File: src/hdl/lsrt_regs.vh
`ifndef LSRT_REGS_VH
`define LSRT_REGS_VH

`define LSRT_CELL_BITS    16
`define LSRT_CELLS        8
`define LSRT_MAX_BITS     128
`define LSRT_ADDR_BITS    7

// Register byte offsets
`define LSRT_CTRL_OFS     12'h000
`define LSRT_INIT_OFS     12'h004
`define LSRT_STAT_OFS     12'h008
`define LSRT_DATA0_OFS    12'h010
`define LSRT_DATA1_OFS    12'h014
`define LSRT_DATA2_OFS    12'h018
`define LSRT_DATA3_OFS    12'h01C

// CTRL fields
`define LSRT_CTRL_CLKINV  0
`define LSRT_CTRL_GATEINV 1
`define LSRT_CTRL_LEN_LO  2
`define LSRT_CTRL_LEN_HI  3
`define LSRT_CTRL_RELOAD  4

// Length codes
`define LSRT_LEN_16       2'h0
`define LSRT_LEN_32       2'h1
`define LSRT_LEN_64       2'h2
`define LSRT_LEN_128      2'h3

// Reset values
`define LSRT_CTRL_RST     5'h0C
`define LSRT_INIT_RST     16'h0000

`endif

File: src/hdl/lsrt_shift_tap.v
// Our own choices: the address map and the APB register port.
`timescale 1ns/10ps
`include "lsrt_regs.vh"

module lsrt_shift_tap (
   input  wire         pclk,
   input  wire         presetn,
   input  wire         psel,
   input  wire         penable,
   input  wire         pwrite,
   input  wire [11:0]  paddr,
   input  wire [31:0]  pwdata,
   output reg  [31:0]  prdata,
   output reg          pready,
   output reg          pslverr,
   input  wire         shift_clk,
   input  wire         shift_data,
   input  wire         shift_gate,
   input  wire [6:0]   tap_select,
   output reg          tap_out,
   output reg          cascade_out
);

   // =====================================================
   // Configuration registers
   reg  [4:0]   ctrl_reg;
   reg  [15:0]  init_reg;
   reg          reload_reg;
   wire         clk_inv   = ctrl_reg[`LSRT_CTRL_CLKINV];
   wire         gate_inv  = ctrl_reg[`LSRT_CTRL_GATEINV];
   wire [1:0]   len_sel   = ctrl_reg[`LSRT_CTRL_LEN_HI:`LSRT_CTRL_LEN_LO];

   // =====================================================
   // Bus decode
   // The answer comes one cycle after the first access cycle; a write is
   // applied only at the edge that ends the transfer, with pready high, so
   // the register update and the master's view of the transfer end agree.
   wire         access    = psel & penable & ~pready;
   wire         xfer_end  = psel & penable & pready;
   wire         wr_en     = xfer_end & pwrite;
   wire         hit_ctrl  = (paddr == `LSRT_CTRL_OFS);
   wire         hit_init  = (paddr == `LSRT_INIT_OFS);
   wire         ctrl_wr   = wr_en & hit_ctrl;
   wire         init_wr   = wr_en & hit_init;
   wire [1:0]   len_wr    = pwdata[`LSRT_CTRL_LEN_HI:`LSRT_CTRL_LEN_LO];

   // =====================================================
   // Shift clock synchroniser
   // The shift clock is unrelated to pclk. The first flop only catches
   // metastability; a level counts once the second and third agree.
   // Each level of the shift clock must last two pclk cycles or it is lost.
   reg          sclk_s1_reg;
   reg          sclk_s2_reg;
   reg          sclk_s3_reg;
   reg          sclk_stable_reg;
   wire         sclk_agree  = (sclk_s2_reg == sclk_s3_reg);
   wire         sclk_rise   = sclk_agree & sclk_s3_reg & ~sclk_stable_reg;
   wire         sclk_fall   = sclk_agree & ~sclk_s3_reg & sclk_stable_reg;
   wire         active_edge = clk_inv ? sclk_fall : sclk_rise;
   wire         gate_on     = shift_gate ^ gate_inv;
   wire         do_shift    = active_edge & gate_on;

   always @(posedge pclk or negedge presetn) begin
      if (!presetn) begin
         sclk_s1_reg     <= 1'b0;
         sclk_s2_reg     <= 1'b0;
         sclk_s3_reg     <= 1'b0;
         sclk_stable_reg <= 1'b0;
      end else begin
         sclk_s1_reg <= shift_clk;
         sclk_s2_reg <= sclk_s1_reg;
         sclk_s3_reg <= sclk_s2_reg;
         if (sclk_agree) begin
            sclk_stable_reg <= sclk_s3_reg;
         end
      end
   end

   // =====================================================
   // Length decode
   // The whole chain always shifts; length only masks the tap address and
   // picks which cell feeds the cascade output. Stages above the selected
   // length keep moving, which software sees in the upper data words.
   reg  [6:0]   addr_mask;
   always @* begin
      case (len_sel)
         `LSRT_LEN_16: begin
            addr_mask = 7'h0F;
         end
         `LSRT_LEN_32: begin
            addr_mask = 7'h1F;
         end
         `LSRT_LEN_64: begin
            addr_mask = 7'h3F;
         end
         default: begin
            addr_mask = 7'h7F;
         end
      endcase
   end

   wire [6:0]   tap_idx = tap_select & addr_mask;

   // =====================================================
   // Stage storage
   // Stages come up from the initial content on reset; there is no other
   // set/reset path into them, so a global set/reset cannot disturb them.
   reg  [`LSRT_MAX_BITS-1:0] stage_reg;
   reg  [`LSRT_MAX_BITS-1:0] stage_next;
   wire [`LSRT_MAX_BITS-1:0] init_image;
   wire [7:0]                cell_last;
   wire [7:0]                cell_tap;

   // Per cell: initial image, last stage and a four-level lookup tree
   genvar c;
   genvar k;
   generate
      for (c = 0; c < `LSRT_CELLS; c = c + 1) begin : g_cell
         wire [15:0] cell_word = stage_reg[c*16 +: 16];
         wire [7:0]  lut_l1;
         wire [3:0]  lut_l2;
         wire [1:0]  lut_l3;
         assign init_image[c*16 +: 16] = init_reg;
         assign cell_last[c]           = cell_word[15];
         for (k = 0; k < 8; k = k + 1) begin : g_l1
            assign lut_l1[k] = tap_idx[0] ? cell_word[2*k+1] : cell_word[2*k];
         end
         for (k = 0; k < 4; k = k + 1) begin : g_l2
            assign lut_l2[k] = tap_idx[1] ? lut_l1[2*k+1] : lut_l1[2*k];
         end
         for (k = 0; k < 2; k = k + 1) begin : g_l3
            assign lut_l3[k] = tap_idx[2] ? lut_l2[2*k+1] : lut_l2[2*k];
         end
         assign cell_tap[c] = tap_idx[3] ? lut_l3[1] : lut_l3[0];
      end
   endgenerate

   // Reload wins over a shift in the same cycle; that shifted bit is lost.
   // A shift moves every bit one stage up and drops the top stage.
   always @* begin
      stage_next = stage_reg;
      if (reload_reg) begin
         stage_next = init_image;
      end else if (do_shift) begin
         stage_next = {stage_reg[`LSRT_MAX_BITS-2:0], shift_data};
      end
   end

   always @(posedge pclk or negedge presetn) begin
      if (!presetn) begin
         stage_reg <= {`LSRT_CELLS{`LSRT_INIT_RST}};
      end else begin
         stage_reg <= stage_next;
      end
   end

   // =====================================================
   // Tap selection tree
   // Three levels of 2:1 selectors join the cell taps, each level taking
   // one more address bit, as a cascaded chain of cells would.
   // Address bits above the selected length are already masked off.
   wire [3:0]   pair_tap;
   wire [1:0]   quad_tap;
   wire         tap_next;
   reg          cascade_next;

   generate
      for (c = 0; c < 4; c = c + 1) begin : g_sel1
         assign pair_tap[c] = tap_idx[4] ? cell_tap[2*c+1] : cell_tap[2*c];
      end
      for (c = 0; c < 2; c = c + 1) begin : g_sel2
         assign quad_tap[c] = tap_idx[5] ? pair_tap[2*c+1] : pair_tap[2*c];
      end
   endgenerate
   assign tap_next = tap_idx[6] ? quad_tap[1] : quad_tap[0];

   // Cascade output is the last cell in use, never touched by the tap
   always @* begin
      case (len_sel)
         `LSRT_LEN_16: begin
            cascade_next = cell_last[0];
         end
         `LSRT_LEN_32: begin
            cascade_next = cell_last[1];
         end
         `LSRT_LEN_64: begin
            cascade_next = cell_last[3];
         end
         default: begin
            cascade_next = cell_last[7];
         end
      endcase
   end

   // =====================================================
   // Outputs
   // Both outputs come from flops, so an address change or a shift shows
   // one pclk later; a user expecting bare lookup timing must allow for it.
   always @(posedge pclk or negedge presetn) begin
      if (!presetn) begin
         tap_out     <= 1'b0;
         cascade_out <= 1'b0;
      end else begin
         tap_out     <= tap_next;
         cascade_out <= cascade_next;
      end
   end

   // =====================================================
   // Register read
   // Data word n holds stages 32n to 32n+31, the lowest stage in bit 0
   reg  [31:0]  rd_mux;
   reg          addr_ok;
   wire [31:0]  stat_word = {30'h0, cascade_out, tap_out};
   wire [31:0]  data_word [0:3];

   generate
      for (c = 0; c < 4; c = c + 1) begin : g_word
         assign data_word[c] = stage_reg[c*32 +: 32];
      end
   endgenerate

   always @* begin
      rd_mux  = 32'h0000_0000;
      addr_ok = 1'b1;
      case (paddr)
         `LSRT_CTRL_OFS: begin
            rd_mux = {27'h0, ctrl_reg};
         end
         `LSRT_INIT_OFS: begin
            rd_mux = {16'h0, init_reg};
         end
         `LSRT_STAT_OFS: begin
            rd_mux = stat_word;
         end
         `LSRT_DATA0_OFS: begin
            rd_mux = data_word[0];
         end
         `LSRT_DATA1_OFS: begin
            rd_mux = data_word[1];
         end
         `LSRT_DATA2_OFS: begin
            rd_mux = data_word[2];
         end
         `LSRT_DATA3_OFS: begin
            rd_mux = data_word[3];
         end
         default: begin
            addr_ok = 1'b0;
         end
      endcase
   end

   // =====================================================
   // Bus response, one wait state per transfer
   // Read data is zero outside the answer cycle, so idle cycles show no stale word
   reg          pready_next;
   reg          pslverr_next;
   reg  [31:0]  prdata_next;
   always @* begin
      pready_next  = access;
      pslverr_next = access & ~addr_ok;
      prdata_next  = 32'h0000_0000;
      if (access && !pwrite) begin
         prdata_next = rd_mux;
      end
   end

   always @(posedge pclk or negedge presetn) begin
      if (!presetn) begin
         pready  <= 1'b0;
         pslverr <= 1'b0;
         prdata  <= 32'h0000_0000;
      end else begin
         pready  <= pready_next;
         pslverr <= pslverr_next;
         prdata  <= prdata_next;
      end
   end

   // =====================================================
   // Configuration writes
   // The reload bit is not stored: it makes a one-cycle pulse that copies
   // the initial content into every cell at the following edge.
   always @(posedge pclk or negedge presetn) begin
      if (!presetn) begin
         ctrl_reg   <= `LSRT_CTRL_RST;
         init_reg   <= `LSRT_INIT_RST;
         reload_reg <= 1'b0;
      end else begin
         reload_reg <= ctrl_wr & pwdata[`LSRT_CTRL_RELOAD];
         if (ctrl_wr) begin
            ctrl_reg[`LSRT_CTRL_CLKINV]                   <= pwdata[`LSRT_CTRL_CLKINV];
            ctrl_reg[`LSRT_CTRL_GATEINV]                  <= pwdata[`LSRT_CTRL_GATEINV];
            ctrl_reg[`LSRT_CTRL_LEN_HI:`LSRT_CTRL_LEN_LO] <= len_wr;
            ctrl_reg[`LSRT_CTRL_RELOAD]                   <= 1'b0;
         end
         if (init_wr) begin
            init_reg <= pwdata[15:0];
         end
      end
   end

endmodule

File: config.mk
export PLATFORM = sky130hd
export DESIGN_NAME = lsrt_shift_tap
export DESIGN_NICKNAME = d
export VERILOG_FILES = /design/src/hdl/lsrt_shift_tap.v
export VERILOG_INCLUDE_DIRS = /design/src /design/src/hdl
export SDC_FILE = /design/constraint.sdc
export NUM_CORES = 1
export LEC_CHECK = 0
export BUFFER_PORTS_ARGS = -buffer_cell sky130_fd_sc_hd__clkbuf_2
export CELL_PAD_IN_SITES_DETAIL_PLACEMENT = 1
export CELL_PAD_IN_SITES_GLOBAL_PLACEMENT = 1
export CORE_AREA = 10 10 129 179
export DETAILED_ROUTE_END_ITERATION = 10
export DIE_AREA = 0 0 139 189
export GPL_ROUTABILITY_DRIVEN = 0
export PLACE_DENSITY_LB_ADDON = 0.3
export SETUP_SLACK_MARGIN = 0.02
export SYNTH_ARGS = -nofsm -noshare
export SYNTH_HDL_FRONTEND = slang
export SYNTH_SLANG_ARGS = --single-unit
File: constraint.sdc
create_clock -name pclk -period 2.3 [get_ports pclk]
set_input_delay 0.23 -clock pclk [delete_from_list [all_inputs] [get_ports pclk]]
set_output_delay 0.23 -clock pclk [all_outputs]
set_load 0.01 [all_outputs]
After elaboration in Yosys (flattened, before gate mapping)
Index checks and enable logic that the tools add are counted.
{ "op_classes": {"n_eq_ne": 9, "mux": 135, "bitwise": 19, "reduce_logical": 6} }
{ "ops": {"columns": ["cell", "count"], "rows": [
  ["$mux W128", 2],
  ["$pmux W32 S7", 1],
  ["$mux W1", 129],
  ["$eq A12 B5 Y1 const B", 4],
  ["$mux W32", 1],
  ["$pmux W7 S3", 1],
  ["$and A1 B1 Y1", 13],
  ["$eq A12 B3 Y1 const B", 1],
  ["$eq A12 B4 Y1 const B", 1],
  ["$logic_not A12 Y1", 1],
  ["$and A7 B7 Y7", 1],
  ["$reduce_or A7 Y1", 1],
  ["$not A1 Y1", 4],
  ["$pmux W1 S3", 1],
  ["$eq A2 B1 Y1 const B", 1],
  ["$eq A2 B2 Y1 const B", 1],
  ["$logic_not A2 Y1", 1],
  ["$reduce_bool A2 Y1", 1],
  ["$eq A1 B1 Y1", 1],
  ["$logic_and A1 B1 Y1", 1],
  ["$logic_not A1 Y1", 1],
  ["$xor A1 B1 Y1", 1]
]} }
{ "totals": {"reg_bits": 189, "inputBits": 59, "output_inout_bits": 36, "wordCells": 182} }

Logic depth before layout (Yosys ltp)
{ "logic_depth": {"word_depth": 10, "mapped_depth": 8, "mapped_depth_nobuf": 6} }

Least setup slack after synthesis
No wires, ideal clock.
{ "synth_timing": {"path_type": "input to register", "start": "input paddr[9]", "end": "register init_reg[0]", "setup_time_ns": 0.125, "arrival_ns": 1.766, "required_ns": 2.175, "setup_slack_ns": 0.409, "path_stages": 5, "n_path_buf": 1, "path_cell_list": "nor4_2 nand3_1 nor4_4 buf_4 mux2_2"} }
{ "synth_via": {"elab_chain_cells": 2} }
{ "synth_lines": {"columns": ["item", "line", "text"], "rows": [
  ["start, declared", "lsrt_shift_tap.v:11", "input wire [11:0] paddr,"],
  ["$eq A12 B3 Y1", null, null],
  ["$and A1 B1 Y1", "lsrt_shift_tap.v:44", "wire init_wr = wr_en & hit_init;"],
  ["end signal, assigned", "lsrt_shift_tap.v:288", "init_reg <= `LSRT_INIT_RST;"],
  ["end signal, assigned", "lsrt_shift_tap.v:299", "init_reg <= pwdata[15:0];"],
  ["end, declared", "lsrt_shift_tap.v:27", "reg [15:0] init_reg;"]
]} }
Every way passes these cells.
A chain may end at the register's enable or synchronous reset.

Final worst setup path
{ "layout_timing": {"start": "register sclk_s2_reg", "end": "register stage_reg[21]"} }
{ "layout_via": {"elab_chain_cells": 6, "word_cells_on_any_way": 8, "cone_classes": "1 x eq/ne; 1 x mux; 5 x bitwise; 1 x reduce/logical"} }
{ "layout_lines": {"columns": ["item", "line", "text"], "rows": [
  ["start, declared", "lsrt_shift_tap.v:53", "reg sclk_s2_reg;"],
  ["start signal, assigned", "lsrt_shift_tap.v:71", "sclk_s2_reg <= sclk_s1_reg;"],
  ["$eq A1 B1 Y1 *", "lsrt_shift_tap.v:56", "wire sclk_agree = (sclk_s2_reg == sclk_s3_reg);"],
  ["$and A1 B1 Y1 (on tied branches) (2 in series)", "lsrt_shift_tap.v:57, lsrt_shift_tap.v:58", null],
  ["$mux W1 *", "lsrt_shift_tap.v:59", "wire active_edge = clk_inv ? sclk_fall : sclk_rise;"],
  ["$and A1 B1 Y1 *", "lsrt_shift_tap.v:61", "wire do_shift = active_edge & gate_on;"],
  ["$reduce_bool A2 Y1 (no source line) *", null, null],
  ["end signal, assigned", "lsrt_shift_tap.v:151", "stage_reg <= {`LSRT_CELLS{`LSRT_INIT_RST}};"],
  ["end signal, assigned", "lsrt_shift_tap.v:153", "stage_reg <= stage_next;"],
  ["end, declared", "lsrt_shift_tap.v:108", "reg [`LSRT_MAX_BITS-1:0] stage_reg;"]
]} }
Mark *: on every way between the ends. The rest lies on a longest branch, timed or not.

==> qor.yml <==
yosys:
  synth_top_area_share_pct: 50.1
  synth.net_count: 827
  ys.warnings.count: 0
  synth-adder-area-share_pct: 0.268
  synth_top_family_by_area: "multiplexers"
  synth_compound_area_share_pct: 15.2
  synth_seq_cells: 189
  seq_area_frac_synth_pct: 50.6
  syn_avg_cell_area_sq_um: 12.2
  synth_edf_count: 0
  yosys.area_share.xor_xnor_pct: 0.0937
  synthSimpleGateAreaFrac_pct: 4.03
  netlist_instances: 766
  ys_types: 43
  yosys-top-cells-area: "dfrtp_1 (50%), mux2i_1 (15%), a21oi_1 (8.3%)"
  syn_area_sq_um: 9340
  ys_async_sr_fraction_pct: 100
  synthMuxAreaShare_pct: 26.6
  yosysTopAreaCell: "dfrtp_1"
  synthFlopType: "dfrtp_1"
grt:
  gr-total-overflow: 0
  grt_pass1_wl_um: 46500
  grt_antenna_before_repair: 0
  grt_usage_pct: 22.3
  grt_pass1_vias: 8119
  grt_start_max_net_pins: 61
worst_setup_path:
  crit_family: "buffers and inverters"
  critPathBufInv: 3
  crit_start: "sclk_s2_reg"
  timing.rr.start: "sclk_s2_reg"
  crit_type: "reg -> reg"
  max_stage_delay_ns: 0.38
  path_cells: "inv_1 > ha_1 > and3_1 > o21ai_4 > buf_12 > buf_4 > mux2i_1 > a21oi_1"
  cp-start-kind: "flip-flop"
  path_max_fanout: 31
  cp.required_ns: 2.59
  cp-end-kind: "flip-flop"
  slowest_stage: "dfrtp_1"
  worstPathArrival_ns: 2.34
detailed_routing:
  drt_iter0_drc: 660
  drc: 0
  vias: 7159
  ant_nets: 0
  avgViaCountPerCell: 6.46
  drt_wl_total_um: 29300
  detail_route.wl_per_cell_um: 26.4
  first_pass_iters: 5
power_and_ir_drop:
  p_leak_nw: 4.77
  power_density_nw_per_um2: 630
  swShare_pct: 25.0
  p_seq_share_pct: 50.5
  combPwrFrac_pct: 6.9
  peakVddDrop_v: 0.000426
  p_sw_mw: 1.71
  clock_power_share_pct: 42.6
  p_int_mw: 5.14
cells_and_area:
  num_antenna_cells: 0
  layout-drive-gt1-share_pct: 23.9
  final_common_cell: "dfrtp_1"
  nets: 905
  largest_register_ffs: 128
  syn_to_final_growth_pct: 16.5
  final_cell_mix: "dfrtp_1 (187), a21oi_1 (155), mux2i_1 (139), clkbuf_2 (77), a22oi_1 (52)"
timing:
  fin_crit_sh_pct: 89.5
  tns_ns: 0
  fmax_mhz: 486
  final.min_clock_period_ns: 2.06
  final.hold.worst_slack_ns: 0.00761
  hold_viol: 0
  setup_viol: 0
  drv_slew: 0
  clock_skew_ns: 0.0105
  worstMarginPinSlew_ns: 0.884
  rsz0062_at_grt: "false"
  slew_headroom_pct: 40.9
cts:
  clock_path_buffers: 2
  numCtsBuffers: 17
  cts-htree-levels: 4
  cts-hold-fix-buffers: 3
  clock_sinks: 189
  cts_tree: "done"
  clkTransAtPathRegs_ns: 0.08
  clkLatencyLatePin_ns: 0.45
  cts-root-buf: "clkbuf_16"
  post_cts_buffers: 0
  cts_resized: 0
die:
  core-area_sq_um: 19700
  ioPinCount: 95
  rows: 61
  fp.dieH_um: 189
  die_x_um: 139
  dieArea_sq_um: 26300
  start_util_pct: 47.4
flow_run:
  maxCapViolCount: 0
placement:
  port_buffers: 78
  hpwlAfterDp_um: 20100
hold_path:
  hp-class: "in -> reg"
  min_from: "pwdata[9]"
run_status:
  status: "complete, no violations"
-- metal layers --
metal | track usage (%) | vias up | part of all wire (%)
met5 | 0 | - | 0
met4 | 9.05 | 0 | 2.9
met3 | 4.66 | 77 | 5.0
met2 | 39.7 | 264 | 54
met1 | 25.4 | 3723 | 39
li1 | - | 3095 | -
-- cells in the mapped netlist, types with 3 or more instances --
cell	count
nand4_1	3
buf_2	23
a22oi_1	52
and3_1	4
clkbuf_1	33
a31oi_1	6
mux2_2	21
dfrtp_1	187
o211ai_1	3
mux4_2	24
nor3_1	5
a222oi_1	10
mux4_1	12
o21ai_0	5
mux2i_1	139
nand2_1	17
nand3_1	8
a21oi_1	155
nor2_1	26
inv_1	3
-- power groups by stage --
stage | clock, mW | combinational, mW | sequential, mW
finish | 2.92 | 0.474 | 3.46
global route | 3.09 | 0.517 | 3.47
CTS | 2.97 | 0.479 | 3.46
detailed placement | 0 | 0.471 | 3.52
global placement | 0 | 0.452 | 3.51
floorplan | 0 | 0.259 | 3.49
-- final timing paths --
check,to,slack (ns),cells past startpoint
max reg2reg,stage_reg[21],0.24,8
max,stage_reg[21],0.24,8
min,init_reg[9],0.008,2
min reg2reg,sclk_s2_reg,0.36,0
max in group asynchronous,stage_reg[113],1.26,3
min in group asynchronous,prdata[19],0.33,2
-- kinds of logic (layout without fill, tap and decap cells) --
logic type | Yosys count | after routing
AOI/OAI and AO/OA | 240 | 240
muxes | 196 | 196
DFF | 189 | 189
and+or+nand+nor | 74 | 74
buffers and inverters | 64 | 155
adders and majority gates | 2 | 2
xor gates and xnor gates | 1 | 1
-- area by class of cell --
type / instances / area (sq um)
repair buffers: 118 / 895
flip-flops and latches: 189 / 4730
multi-input cells: 513 / 4350
fillers: 2020 / 8810
well taps: 252 / 315
clock inverters: 13 / 131
inverters: 5 / 20.0
clock buffers: 19 / 443
-- stage by stage --
stage	cells	worst slack [ns]	power, mW	instance area (sq um)	utilization (%)
after CTS	1109	0.210	6.91	10900	55.3
final	1109	0.242	6.86	10900	55.3
after global placement	1074	0.157	3.96	10300	52.2
after detailed placement	1074	0.159	3.99	10300	52.2
after floorplan	766	0.409	3.75	9340	-
after global routing	1109	0.0831	7.08	10900	55.3
No activity file was read; power rests on OpenSTA's default activity.
